`src/hdl/wasw_consts.svh`:
```
/*
 * Constants for the watch, alarm and stopwatch block: register offsets,
 * field positions, reset values and the prescaler figures.
 * Assumes a 32-bit register port with byte addresses on 8 bits.
 */
// Notes on behaviour
// - crystal prescaler makes one tick per second
// - seconds, minutes, hours, days: 60, 60, 24, 32768
// - enabled alarm interrupts when time equals alarm
// - daily alarm ignores day, dated alarm compares it
// - stopwatch loads value, counts down each second
// - enabled stopwatch interrupt on countdown underflow
// - selectable second, minute, hour, day tick interrupts
`ifndef WASW_CONSTS_SVH
`define WASW_CONSTS_SVH

// crystal and tick rates in hertz
`define WASW_XTAL_HZ 32768
`define WASW_TICK_HZ 1
`define WASW_PRESCALE (`WASW_XTAL_HZ / `WASW_TICK_HZ)

// counter moduli
`define WASW_SEC_MOD 60
`define WASW_MIN_MOD 60
`define WASW_HOUR_MOD 24
`define WASW_DAY_MOD 32768

// register byte offsets
`define WASW_OFF_CTRL 8'h00
`define WASW_OFF_TIME 8'h04
`define WASW_OFF_ALARM 8'h08
`define WASW_OFF_SWATCH 8'h0C
`define WASW_OFF_STAT 8'h10
`define WASW_OFF_MASK 8'h14

// control bits
`define WASW_CTRL_RUN 0
`define WASW_CTRL_DATED 1
`define WASW_CTRL_RST 3'h1

// status and mask bit positions
`define WASW_EV_SEC 0
`define WASW_EV_MIN 1
`define WASW_EV_HOUR 2
`define WASW_EV_DAY 3
`define WASW_EV_ALARM 4
`define WASW_EV_SW 5
`define WASW_NEV 6

`endif

```
`src/hdl/wasw_pkg.sv`:
```
/*
 * Types shared by the watch block: time layout, bus request, stopwatch states.
 * Assumes the constants header sits in the include path.
 */
package wasw_pkg;
    // time of day packed as day[31:17] hour[16:12] min[11:6] sec[5:0]
    typedef struct packed {
        logic [14:0] day;
        logic [4:0] hour;
        logic [5:0] min;
        logic [5:0] sec;
    } wasw_time_t;

    // one register port request
    typedef struct packed {
        logic [7:0] addr;
        logic [31:0] wdata;
        logic wr;
        logic rd;
    } wasw_bus_t;

    // stopwatch states, one-hot
    typedef enum logic [1:0] {
        SW_IDLE = 2'b01,
        SW_RUN = 2'b10
    } wasw_sw_t;
endpackage : wasw_pkg

```
`src/hdl/wasw_cnt.sv`:
```
/*
 * Modulo counter with load and carry, used for the prescaler and the
 * four time counters. Assumes a synchronous active-high reset.
 */
`timescale 1ns/10ps
module wasw_cnt #(
    parameter int W = 6,
    parameter int MOD = 60
) (
    // clock and reset
    input wire logic clk_i,
    input wire logic rst_i,
    // control
    input wire logic inc_i,
    input wire logic load_i,
    input wire logic [W-1:0] load_val_i,
    // state
    output logic [W-1:0] val_o,
    output logic carry_o
);
    logic [W-1:0] next_val; // value after this edge

    // carry leaves on the wrap so the next counter moves on the same tick
    assign carry_o = inc_i && (int'(val_o) >= MOD - 1);

    // out-of-range loads fold to zero so the value never leaves its range
    always_comb begin
        next_val = val_o;
        if (load_i) begin
            next_val = (int'(load_val_i) < MOD) ? load_val_i : '0;
        end else if (carry_o) begin
            next_val = '0;
        end else if (inc_i) begin
            next_val = val_o + W'(1);
        end
    end

    // register only
    always_ff @(posedge clk_i) begin
        if (rst_i) begin
            val_o <= '0;
        end else begin
            val_o <= next_val;
        end
    end
endmodule : wasw_cnt

```
`src/hdl/wasw_top.sv`:
```
/*
 * Watch, alarm and stopwatch block: crystal prescaler, cascaded time
 * counters, two alarm forms, countdown stopwatch, sticky status with mask.
 * Assumes the crystal input is asynchronous to clk_i and far slower than it.
 */
`timescale 1ns/10ps
`include "wasw_consts.svh"
module wasw_top #(
    parameter int PRESCALE = `WASW_PRESCALE // crystal edges per second
) (
    // clock and reset
    input wire logic clk_i,
    input wire logic rst_i,
    // crystal input pin
    input wire logic xtal_i,
    // register port
    input wire wasw_pkg::wasw_bus_t bus_i,
    output logic [31:0] rdata_o,
    // interrupt
    output logic irq_o
);
    import wasw_pkg::*;

    // synchroniser and edge detect for the crystal pin
    logic xtal_s1; // first stage, read only by xtal_s2
    logic xtal_s2;
    logic xtal_s3;
    logic xtal_rise;

    // register state
    logic [2:0] ctrl;
    logic [2:0] next_ctrl;
    wasw_time_t alarm;
    wasw_time_t next_alarm;
    logic [`WASW_NEV-1:0] stat;
    logic [`WASW_NEV-1:0] next_stat;
    logic [`WASW_NEV-1:0] mask;
    logic [`WASW_NEV-1:0] next_mask;
    logic [31:0] next_rdata;

    // counter wires
    logic [15:0] pre_val;
    logic tick; // one-cycle pulse once a second
    logic tick_q; // tick delayed, counters already updated
    wasw_time_t now;
    logic sec_carry;
    logic min_carry;
    logic hour_carry;
    logic day_carry;

    // stopwatch state
    wasw_sw_t sw_state;
    wasw_sw_t next_sw_state;
    logic [15:0] sw_cnt;
    logic [15:0] next_sw_cnt;
    logic sw_under;

    // decoded writes
    logic time_wr;
    logic sw_wr;
    logic alarm_hit;
    logic [`WASW_NEV-1:0] ev;
    wasw_time_t wtime;

    assign wtime = wasw_time_t'(bus_i.wdata);
    assign time_wr = bus_i.wr && (bus_i.addr == `WASW_OFF_TIME);
    assign sw_wr = bus_i.wr && (bus_i.addr == `WASW_OFF_SWATCH);

    // two flip-flops before use; the third only serves the edge detector
    always_ff @(posedge clk_i) begin
        if (rst_i) begin
            xtal_s1 <= 1'b0;
            xtal_s2 <= 1'b0;
            xtal_s3 <= 1'b0;
            tick_q <= 1'b0;
        end else begin
            xtal_s1 <= xtal_i;
            xtal_s2 <= xtal_s1;
            xtal_s3 <= xtal_s2;
            tick_q <= tick;
        end
    end

    // counting only while the run bit is set
    assign xtal_rise = xtal_s2 && !xtal_s3 && ctrl[`WASW_CTRL_RUN];

    // prescaler: crystal edges down to one tick per second
    wasw_cnt #(.W(16), .MOD(PRESCALE)) u_pre (
        .clk_i(clk_i),
        .rst_i(rst_i),
        .inc_i(xtal_rise),
        .load_i(time_wr),
        .load_val_i(16'h0000),
        .val_o(pre_val),
        .carry_o(tick)
    );

    // cascaded time counters, each stepped by the carry below it
    wasw_cnt #(.W(6), .MOD(`WASW_SEC_MOD)) u_sec (
        .clk_i(clk_i),
        .rst_i(rst_i),
        .inc_i(tick),
        .load_i(time_wr),
        .load_val_i(wtime.sec),
        .val_o(now.sec),
        .carry_o(sec_carry)
    );
    wasw_cnt #(.W(6), .MOD(`WASW_MIN_MOD)) u_min (
        .clk_i(clk_i),
        .rst_i(rst_i),
        .inc_i(sec_carry),
        .load_i(time_wr),
        .load_val_i(wtime.min),
        .val_o(now.min),
        .carry_o(min_carry)
    );
    wasw_cnt #(.W(5), .MOD(`WASW_HOUR_MOD)) u_hour (
        .clk_i(clk_i),
        .rst_i(rst_i),
        .inc_i(min_carry),
        .load_i(time_wr),
        .load_val_i(wtime.hour),
        .val_o(now.hour),
        .carry_o(hour_carry)
    );
    // day count simply wraps after its last value
    wasw_cnt #(.W(15), .MOD(`WASW_DAY_MOD)) u_day (
        .clk_i(clk_i),
        .rst_i(rst_i),
        .inc_i(hour_carry),
        .load_i(time_wr),
        .load_val_i(wtime.day),
        .val_o(now.day),
        .carry_o(day_carry)
    );

    // compare one cycle after the tick, once the counters have settled;
    // a match therefore fires once, not for the whole second
    always_comb begin
        alarm_hit = 1'b0;
        if (tick_q && now.hour == alarm.hour && now.min == alarm.min
            && now.sec == alarm.sec) begin
            alarm_hit = !ctrl[`WASW_CTRL_DATED] || (now.day == alarm.day);
        end
    end

    // stopwatch: load starts it, each tick counts down, zero then underflows
    always_comb begin
        next_sw_state = sw_state;
        next_sw_cnt = sw_cnt;
        sw_under = 1'b0;
        case (sw_state)
            SW_IDLE: begin
                if (sw_wr) begin
                    next_sw_cnt = bus_i.wdata[15:0];
                    next_sw_state = SW_RUN;
                end
            end
            SW_RUN: begin
                if (sw_wr) begin
                    next_sw_cnt = bus_i.wdata[15:0]; // reload wins over tick
                end else if (tick && sw_cnt == 16'h0000) begin
                    sw_under = 1'b1;
                    next_sw_state = SW_IDLE;
                end else if (tick) begin
                    next_sw_cnt = sw_cnt - 16'h0001;
                end
            end
            default: begin
                next_sw_state = SW_IDLE;
            end
        endcase
    end

    // events that feed the sticky status
    // a tick that meets a time load is swallowed by the load, so its rollovers
    // never happened and must not be announced as events
    assign ev = {sw_under, alarm_hit,
                 {4{!time_wr}} & {hour_carry, min_carry, sec_carry, tick}};

    // register writes; a status event in the clearing cycle survives
    always_comb begin
        next_ctrl = ctrl;
        next_alarm = alarm;
        next_mask = mask;
        next_stat = stat;
        if (bus_i.wr) begin
            case (bus_i.addr)
                `WASW_OFF_CTRL: next_ctrl = bus_i.wdata[2:0];
                `WASW_OFF_ALARM: next_alarm = wasw_time_t'(bus_i.wdata);
                `WASW_OFF_MASK: next_mask = bus_i.wdata[`WASW_NEV-1:0];
                `WASW_OFF_STAT: next_stat = stat & ~bus_i.wdata[`WASW_NEV-1:0];
                default: next_ctrl = ctrl;
            endcase
        end
        next_stat = next_stat | ev;
    end

    // read data for the cycle after a read strobe, zero otherwise
    always_comb begin
        next_rdata = 32'h0000_0000;
        if (bus_i.rd) begin
            case (bus_i.addr)
                `WASW_OFF_CTRL: next_rdata = {29'h0000_0000, ctrl};
                `WASW_OFF_TIME: next_rdata = now;
                `WASW_OFF_ALARM: next_rdata = alarm;
                `WASW_OFF_SWATCH: next_rdata = {16'h0000, sw_cnt};
                `WASW_OFF_STAT: next_rdata = {26'h000_0000, stat};
                `WASW_OFF_MASK: next_rdata = {26'h000_0000, mask};
                default: next_rdata = 32'h0000_0000;
            endcase
        end
    end

    // register the control, alarm, mask, status, read-data and stopwatch state
    always_ff @(posedge clk_i) begin
        if (rst_i) begin
            ctrl <= `WASW_CTRL_RST;
            alarm <= '0;
            mask <= '0;
            stat <= '0;
            rdata_o <= 32'h0000_0000;
            sw_state <= SW_IDLE;
            sw_cnt <= 16'h0000;
        end else begin
            ctrl <= next_ctrl;
            alarm <= next_alarm;
            mask <= next_mask;
            stat <= next_stat;
            rdata_o <= next_rdata;
            sw_state <= next_sw_state;
            sw_cnt <= next_sw_cnt;
        end
    end

    // level interrupt: any enabled sticky bit
    assign irq_o = |(stat & mask);
endmodule : wasw_top

```
`config.mk`:
```
export PLATFORM = sky130hd
export DESIGN_NAME = wasw_top
export DESIGN_NICKNAME = d
export VERILOG_FILES = /design/src/hdl/wasw_pkg.sv /design/src/hdl/wasw_cnt.sv /design/src/hdl/wasw_top.sv
export VERILOG_INCLUDE_DIRS = /design/src /design/src/hdl
export SDC_FILE = /design/constraint.sdc
export NUM_CORES = 1
export LEC_CHECK = 0
export BUFFER_PORTS_ARGS = -buffer_cell sky130_fd_sc_hd__buf_2
export CAP_MARGIN = 0
export CORE_MARGIN = 8
export CORE_UTILIZATION = 41
export CTS_BUF_LIST = sky130_fd_sc_hd__clkbuf_2
export DETAILED_ROUTE_END_ITERATION = 8
export HOLD_SLACK_MARGIN = 0.08
export SYNTH_ARGS = -nofsm -noshare
export SYNTH_HDL_FRONTEND = slang
export SYNTH_SLANG_ARGS = --single-unit
```
`constraint.sdc`:
```
create_clock -name clk_i -period 2.85 [get_ports clk_i]
set_input_delay 0.285 -clock clk_i [delete_from_list [all_inputs] [get_ports clk_i]]
set_output_delay 0.285 -clock clk_i [all_outputs]
set_load 0.05 [all_outputs]
```
==> metrics.txt, run 1 <==
top routing layer used met4; cells taking the most area after synthesis dfxtp_1 40%, nand2_1 6.8%, a21oi_1 6.0%; CP endpoint kind flop; vias in the first global route 6743; Synth top area share 0.4006; metal2 WL between 10000 and 15000 microns; sequential fraction of the synthesis area 0.4006; CTS Root Cell clkbuf_2; Max-Cap Viols 0; Crit path required time around 3.5 ns; Initial DRT Pass Iterations 9; final WL around 23000 microns; asr flop ratio synth 0; routed length per placed instance ~18 microns; Synth warnings 0; highest clock rate a little over 400 MHz; initial drt markers around 790; vias per cell 5.710; DP HPWL 15970 microns; clock buffer count from CTS 17; EDFF count, synth 0; slew margin rel. 0.4944; Overall Power between 3 and 4 mW; PwrDens ~390 nW/um^2; critical path class flop to flop; Die Width about 150 microns; CP startpoint kind flop; fin nets roughly 1100; antenna-violating nets left 0; top-count cell post-synth dfxtp_1; Post-Syn Area between 7000 and 8000 sq um; Clock Sinks approximately 150; initial antenna violation count 1; Tightest Pin Transition 0.7556 ns; largest net degree at the start of global routing 52; Die Height around 150 microns; Initial Utilization 0.4159; unrepaired setup endpoints after global routing false; Setup Fix Bufs, Post-CTS 0; area of the core 17900 sq um; WP data arrival about 3.2 ns; Post-Route M1 WL around 10000 microns; std cell rows a little under 50; Top Ports slightly below 80; Slew Limit Fails 0; share of post-route cells with drive strength above 1 0.1485; Setup violations, final 0; status finished clean; mean post-synth cell area 7.896 sq um; crit path max fanout 14; commonest cells in the netlist 149 x dfxtp_1, 135 x nand2_1, 103 x nor2_1, 90 x a21oi_1, 65 x clkbuf_1; Skew-Pair Late Insertion Delay around 0.76 ns; Synth Flop Type dfxtp_1; Port Buf Inserts 77; clk_skew roughly 0.028 ns; Hold Vio Cnt, Final 0; Post-Synthesis Cells 943; VDD IR max approximately 0.2 mV; met3 wire length around 1600 microns; setup_tns 0 ns; Tcrit/Tclk final 0.8689; min Tclk post-route around 2.5 ns; gpl congestion approximately 0.86; Die ar. between 20000 and 25000 sq um; global-route wire length before repair roughly 36000 microns; TritonCTS clock tree yes; DR vias approximately 7400; CTS HTree Levels 4; type of the worst min-delay path primary input to flop; area added between synthesis and finish 18.45%; Leakage 3.142 nW; Tot GR Track Use 0.2005; gr ovfl total 0; CTS clock-pin slew for the worst setup and hold paths 0.24 ns; Residual DRC 0; Bufs on Longest Clock Path 2; area leader, netlist dfxtp_1; Seq cells post-synth 149; syn_nets roughly 1000; Unique masters post-synth 65
-- placed cells by master, fill, tap and decap left out, types with 7 or more instances in the layout --
| cell | count |
|---|---|
| nand4_1 | 14 |
| or4_1 | 7 |
| a21oi_1 | 90 |
| ha_1 | 7 |
| buf_4 | 39 |
| xnor2_1 | 34 |
| a21o_1 | 10 |
| mux2i_1 | 7 |
| nand3_1 | 49 |
| and3_1 | 8 |
| a22oi_1 | 32 |
| a31oi_1 | 15 |
| nor4_1 | 9 |
| buf_2 | 76 |
| a222oi_1 | 19 |
| nand2b_1 | 12 |
| o21ai_0 | 23 |
| dlygate4sd3_1 | 47 |
| nor2_1 | 101 |
| inv_1 | 9 |
| a211oi_1 | 7 |
| dfxtp_1 | 149 |
| xor2_1 | 14 |
| nor3_1 | 23 |
| nor2b_1 | 8 |
| clkbuf_2 | 17 |
| nand2_1 | 135 |
-- timing repair --
item | in CTS | in global routing
gates resized for setup | 0 | 1
setup endpoints to repair | 0 | 2
hold buffers | 47 | 0
hold endpoints to repair | 101 | 0
-- routing by layer --
layer | up-vias | global-route usage
met5 | - | 0
met4 | 0 | 0.06284
met3 | 38 | 0.04178
met2 | 282 | 0.3183
met1 | 3431 | 0.2671
li1 | 3638 | -
-- cell families (layout without fill, tap and decap cells) --
kind of cell	after synthesis	in the layout	synth area share
AO/OA/AOI/OAI	247	247	0.2218
multiplexers	7	7	0.009411
other	0	1	0
flip-flops	149	149	0.4006
adder cells (fa/ha/maj)	7	7	0.01176
XOR/XNOR	48	48	0.05646
AND/OR/NAND/NOR	403	403	0.2559
buffers and inverters	82	203	0.04403
-- worst max-delay path, cell delays in order, from the launching register on --
cell and delay, ns:
dfxtp_1 0.46, nand4_2 0.15, or4_4 0.59, o21ai_1 0.19, buf_4 0.18, and3_1 0.51, nand3_1 0.14, a31oi_1 0.20
-- layout make-up --
| cell class | instances | area [sq um] |
|---|---|---|
| diodes | 1 | 2.502 |
| clock buffers | 17 | 85.08 |
| clock inverters | 15 | 122.6 |
| fillers | 1804 | 9082 |
| inverters | 9 | 33.78 |
| multi-input cells | 712 | 4163 |
| flip-flops and latches | 149 | 2983 |
| well taps | 229 | 286.5 |
| repair buffers | 162 | 1144 |
-- sequential cells by signal (all words and copies together), names as in the netlist --
name          cells
rdata_o          32
mask              6
ctrl              3
tick_q            1
u_sec.val_o       6
sw_cnt           16
u_hour.val_o      5
sw_state          2
stat              6
xtal_s3           1
u_pre.val_o      16
u_day.val_o      15
xtal_s2           1
alarm            32
xtal_s1           1
u_min.val_o       6
-- stage by stage --
step	area, sq um	instances	setup WS (ns)	utilization	hold slack, ns
2_1_floorplan	7446	943	0.5375	-	0.4132
3_3_place_gp	8138	1214	0.3645	0.4546	0.4263
3_5_place_dp	8138	1214	0.2955	0.4546	0.4355
4_1_cts	8816	1293	0.2839	0.4925	0.1632
5_1_grt	8820	1294	0.1442	0.4927	0.2106
6_report	8820	1294	0.3737	0.4927	0.2305
-- worst paths after layout --
| kind | from | to | slack (ns) | cells past startpoint |
|---|---|---|---|---|
| min reg2reg | xtal_s1 | xtal_s2 | 0.47 | 1 |
| max | u_pre.val_o[9] | u_day.val_o[14] | 0.37 | 7 |
| min | bus_i[35] | rdata_o[24] | 0.23 | 5 |
| max reg2reg | u_pre.val_o[9] | u_day.val_o[14] | 0.37 | 7 |
-- power breakdown --
group          internal (mW)  total, mW  switching (mW)
combinational          0.105      0.243           0.138
clock                  0.248       1.09           0.846
sequential              2.10       2.11         0.00993
Note: power is estimated with default switching activity, not from simulation.
==> run 2, diff against run 1 <==
==> constraint.sdc (replaced) <==
create_clock -name clk_i -period 2.2 [get_ports clk_i]
set_input_delay 0.22 -clock clk_i [delete_from_list [all_inputs] [get_ports clk_i]]
set_output_delay 0.22 -clock clk_i [all_outputs]
set_load 0.05 [all_outputs]
==> metrics.txt, run 2 (synthesis gave the netlist of run 1 again) <==
Residual DRC 1 (was 0); WP data arrival 2.89 ns (was 3.16 ns); Hold Crit Endpoint rdata_o[13] (was rdata_o[24]); gpl congestion 0.8958 (was 0.8602); Tot GR Track Use 0.2109 (was 0.2005); Leakage 3.578 nW (was 3.142 nW); FF-to-FF End sw_cnt[9] (was u_day.val_o[14]); DR vias 7757 (was 7389); largest net degree at the start of global routing 51 (was 52); type of the worst min-delay path primary input to flop (unchanged); Initial Utilization 0.4159 (unchanged); Tightest Pin Transition 0.6172 ns (was 0.7556 ns); initial antenna violation count 1 (unchanged); routed length per placed instance 17.62 microns (was 17.60 microns); initial drt markers 798 (was 789); min Tclk post-route approximately 2.2 ns; WHS 0.1573 ns (was 0.2305 ns); fin nets 1173 (was 1103); final WL 24040 microns (was 22780 microns); global-route wire length before repair 38070 microns (was 36160 microns); worst hold stages 5 (unchanged); dpl cell area 8700 sq um (was 8138 sq um); gr ovfl total 0 (unchanged); crit path max fanout 32 (was 14); final worst setup slack -0.008959 ns (was 0.3737 ns); Die Width 150.8 microns (unchanged); CP endpoint kind flop (unchanged); PwrDens 475.5 nW/um^2 (was 390.5 nW/um^2); Slew Limit Fails 0 (unchanged); Hold Vio Cnt, Final 0 (unchanged); Clock Sinks 149 (unchanged); fin area 9550 sq um (was 8820 sq um); failing checks design-rule violations, negative setup slack; HP Start bus_i[35] (unchanged); vias per cell 5.687 (was 5.710); Bufs on Longest Clock Path 2 (unchanged); DP HPWL 16480 microns (was 15970 microns); CTS HTree Levels 4 (unchanged); VDD IR max 0.2920 mV (was 0.2060 mV); vias in the first global route 7201 (was 6743); Tcrit/Tclk final 1.004; clock buffer count from CTS 17 (unchanged); Crit path required time 2.88 ns (was 3.53 ns); Max-Cap Viols 0 (unchanged); antenna-violating nets left 0 (unchanged); critical path class primary input to flop (was flop to flop); CTS Root Cell clkbuf_2 (unchanged); Port Buf Inserts 77 (unchanged); area added between synthesis and finish 28.26% (was 18.45%); TritonCTS clock tree yes (unchanged); Die Height 150.8 microns (unchanged); most common cell after layout, fill and taps aside dfxtp_1 (unchanged); CTS clock-pin slew for the worst setup and hold paths 0.25 ns (was 0.24 ns); worst r2r path cells 7 (unchanged); Skew-Pair Late Insertion Delay 0.76 ns (about the same); clk_skew 0.04686 ns (was 0.02766 ns); Initial DRT Pass Iterations 8 (was 9); Top Ports 78 (unchanged); share of post-route cells with drive strength above 1 0.2152 (was 0.1485); std cell rows 49 (unchanged); commonest cells after routing, fill and taps aside 141 x dfxtp_1, 134 x nand2_1, 99 x nor2_1 (was 149 x dfxtp_1, 135 x nand2_1, 101 x nor2_1); slew margin rel. 0.5870 (was 0.4944); area of the core 17900 sq um (unchanged); Die ar. 22730 sq um (unchanged); Setup violations, final 1 (was 0); highest clock rate around 450 MHz; CP startpoint kind primary input (was flop); status complete, but fails checks (was finished clean); unrepaired setup endpoints after global routing true (was false); worst flop-to-flop path startpoint u_pre.val_o[5] (was u_pre.val_o[9]); critical path startpoint bus_i[38] (was u_pre.val_o[9]); top flop regs alarm: 32 flops, rdata_o: 32 flops (unchanged); Reg2Reg Setup Slack 0.03 ns (was 0.37 ns)
[run 2: changes by cell type in the layout (fill, tap and decap cells not counted), sizes merged]
| cell | delta |
|---|---|
| clkinvlp | -2 |
| inv | -6 |
| clkbuf | +2 |
| clkinv | +5 |
| bufinv | +1 |
| buf | +65 |
| dlygate4sd3 | +5 |
[run 2: worst max-delay path by stage]
stage | endpoint | slack (ns) | depth (start not counted)
5_1_grt | sw_cnt[2] | -0.09 | 7
3_3_place_gp | u_day.val_o[13] | -0.05 | 7
3_5_place_dp | u_day.val_o[13] | -0.06 | 7
2_1_floorplan | sw_cnt[12] | -0.03 | 9
4_1_cts | sw_cnt[15] | -0.02 | 7
6_report | alarm[26] | -0.009 | 11
[run 2: layout make-up]
cell class | instances | area [sq um]
repair buffers | 232 | 1773
well taps | 229 | 286.5
multi-input cells | 712 | 4254
inverters | 9 | 33.78
clock inverters | 13 | 110.1
clock buffers | 19 | 95.09
flip-flops and latches | 149 | 2995
fillers | 1770 | 8352
diodes | 1 | 2.502
[run 2: routing by layer]
metal,share of wire,GRT usage
met5,0,0
met4,0.017,0.06927
met3,0.069,0.04629
met2,0.45,0.3281
met1,0.46,0.2839
[run 2: what timing repair did]
action                     4_1_cts  5_1_grt
gates resized for setup          3       20
hold buffers                    53        0
setup buffers                    1        2
hold endpoints to repair       120        0
setup endpoints to repair       25       53
pin swaps                        0        5
[run 2: through the flow]
stage          power [mW]  worst slack (ns)  std cells   TNS [ns]    util
2_1_floorplan       2.909          -0.02745        943   -0.09693       -
3_3_place_gp        3.050          -0.05359       1275    -0.1505  0.4860
3_5_place_dp        3.050          -0.05965       1275    -0.4446  0.4860
4_1_cts             4.581          -0.01798       1361   -0.07964  0.5284
5_1_grt             4.728          -0.09271       1364    -0.6397  0.5335
6_report            4.541         -0.008959       1364  -0.008959  0.5335
[run 2: worst max-delay path, cell delays in order]
cell and delay [ns]:
dlygate4sd3_1 0.54, buf_2 0.14, nor4_1 0.32, buf_4 0.19, nand2_1 0.10, nor2_4 0.19, and2_1 0.19, buf_12 0.21
nand2_1 0.08, a21oi_1 0.12, dlygate4sd3_1 0.56
[run 2: where the power goes]
part / leakage (nW) / total, mW / internal [mW] / switching, mW
sequential: 1.20 / 2.72 / 2.72 / 0.00666
combinational: 2.25 / 0.355 / 0.157 / 0.198
clock: 0.124 / 1.46 / 0.409 / 1.06
total: 3.58 / 4.54 / 3.28 / 1.26
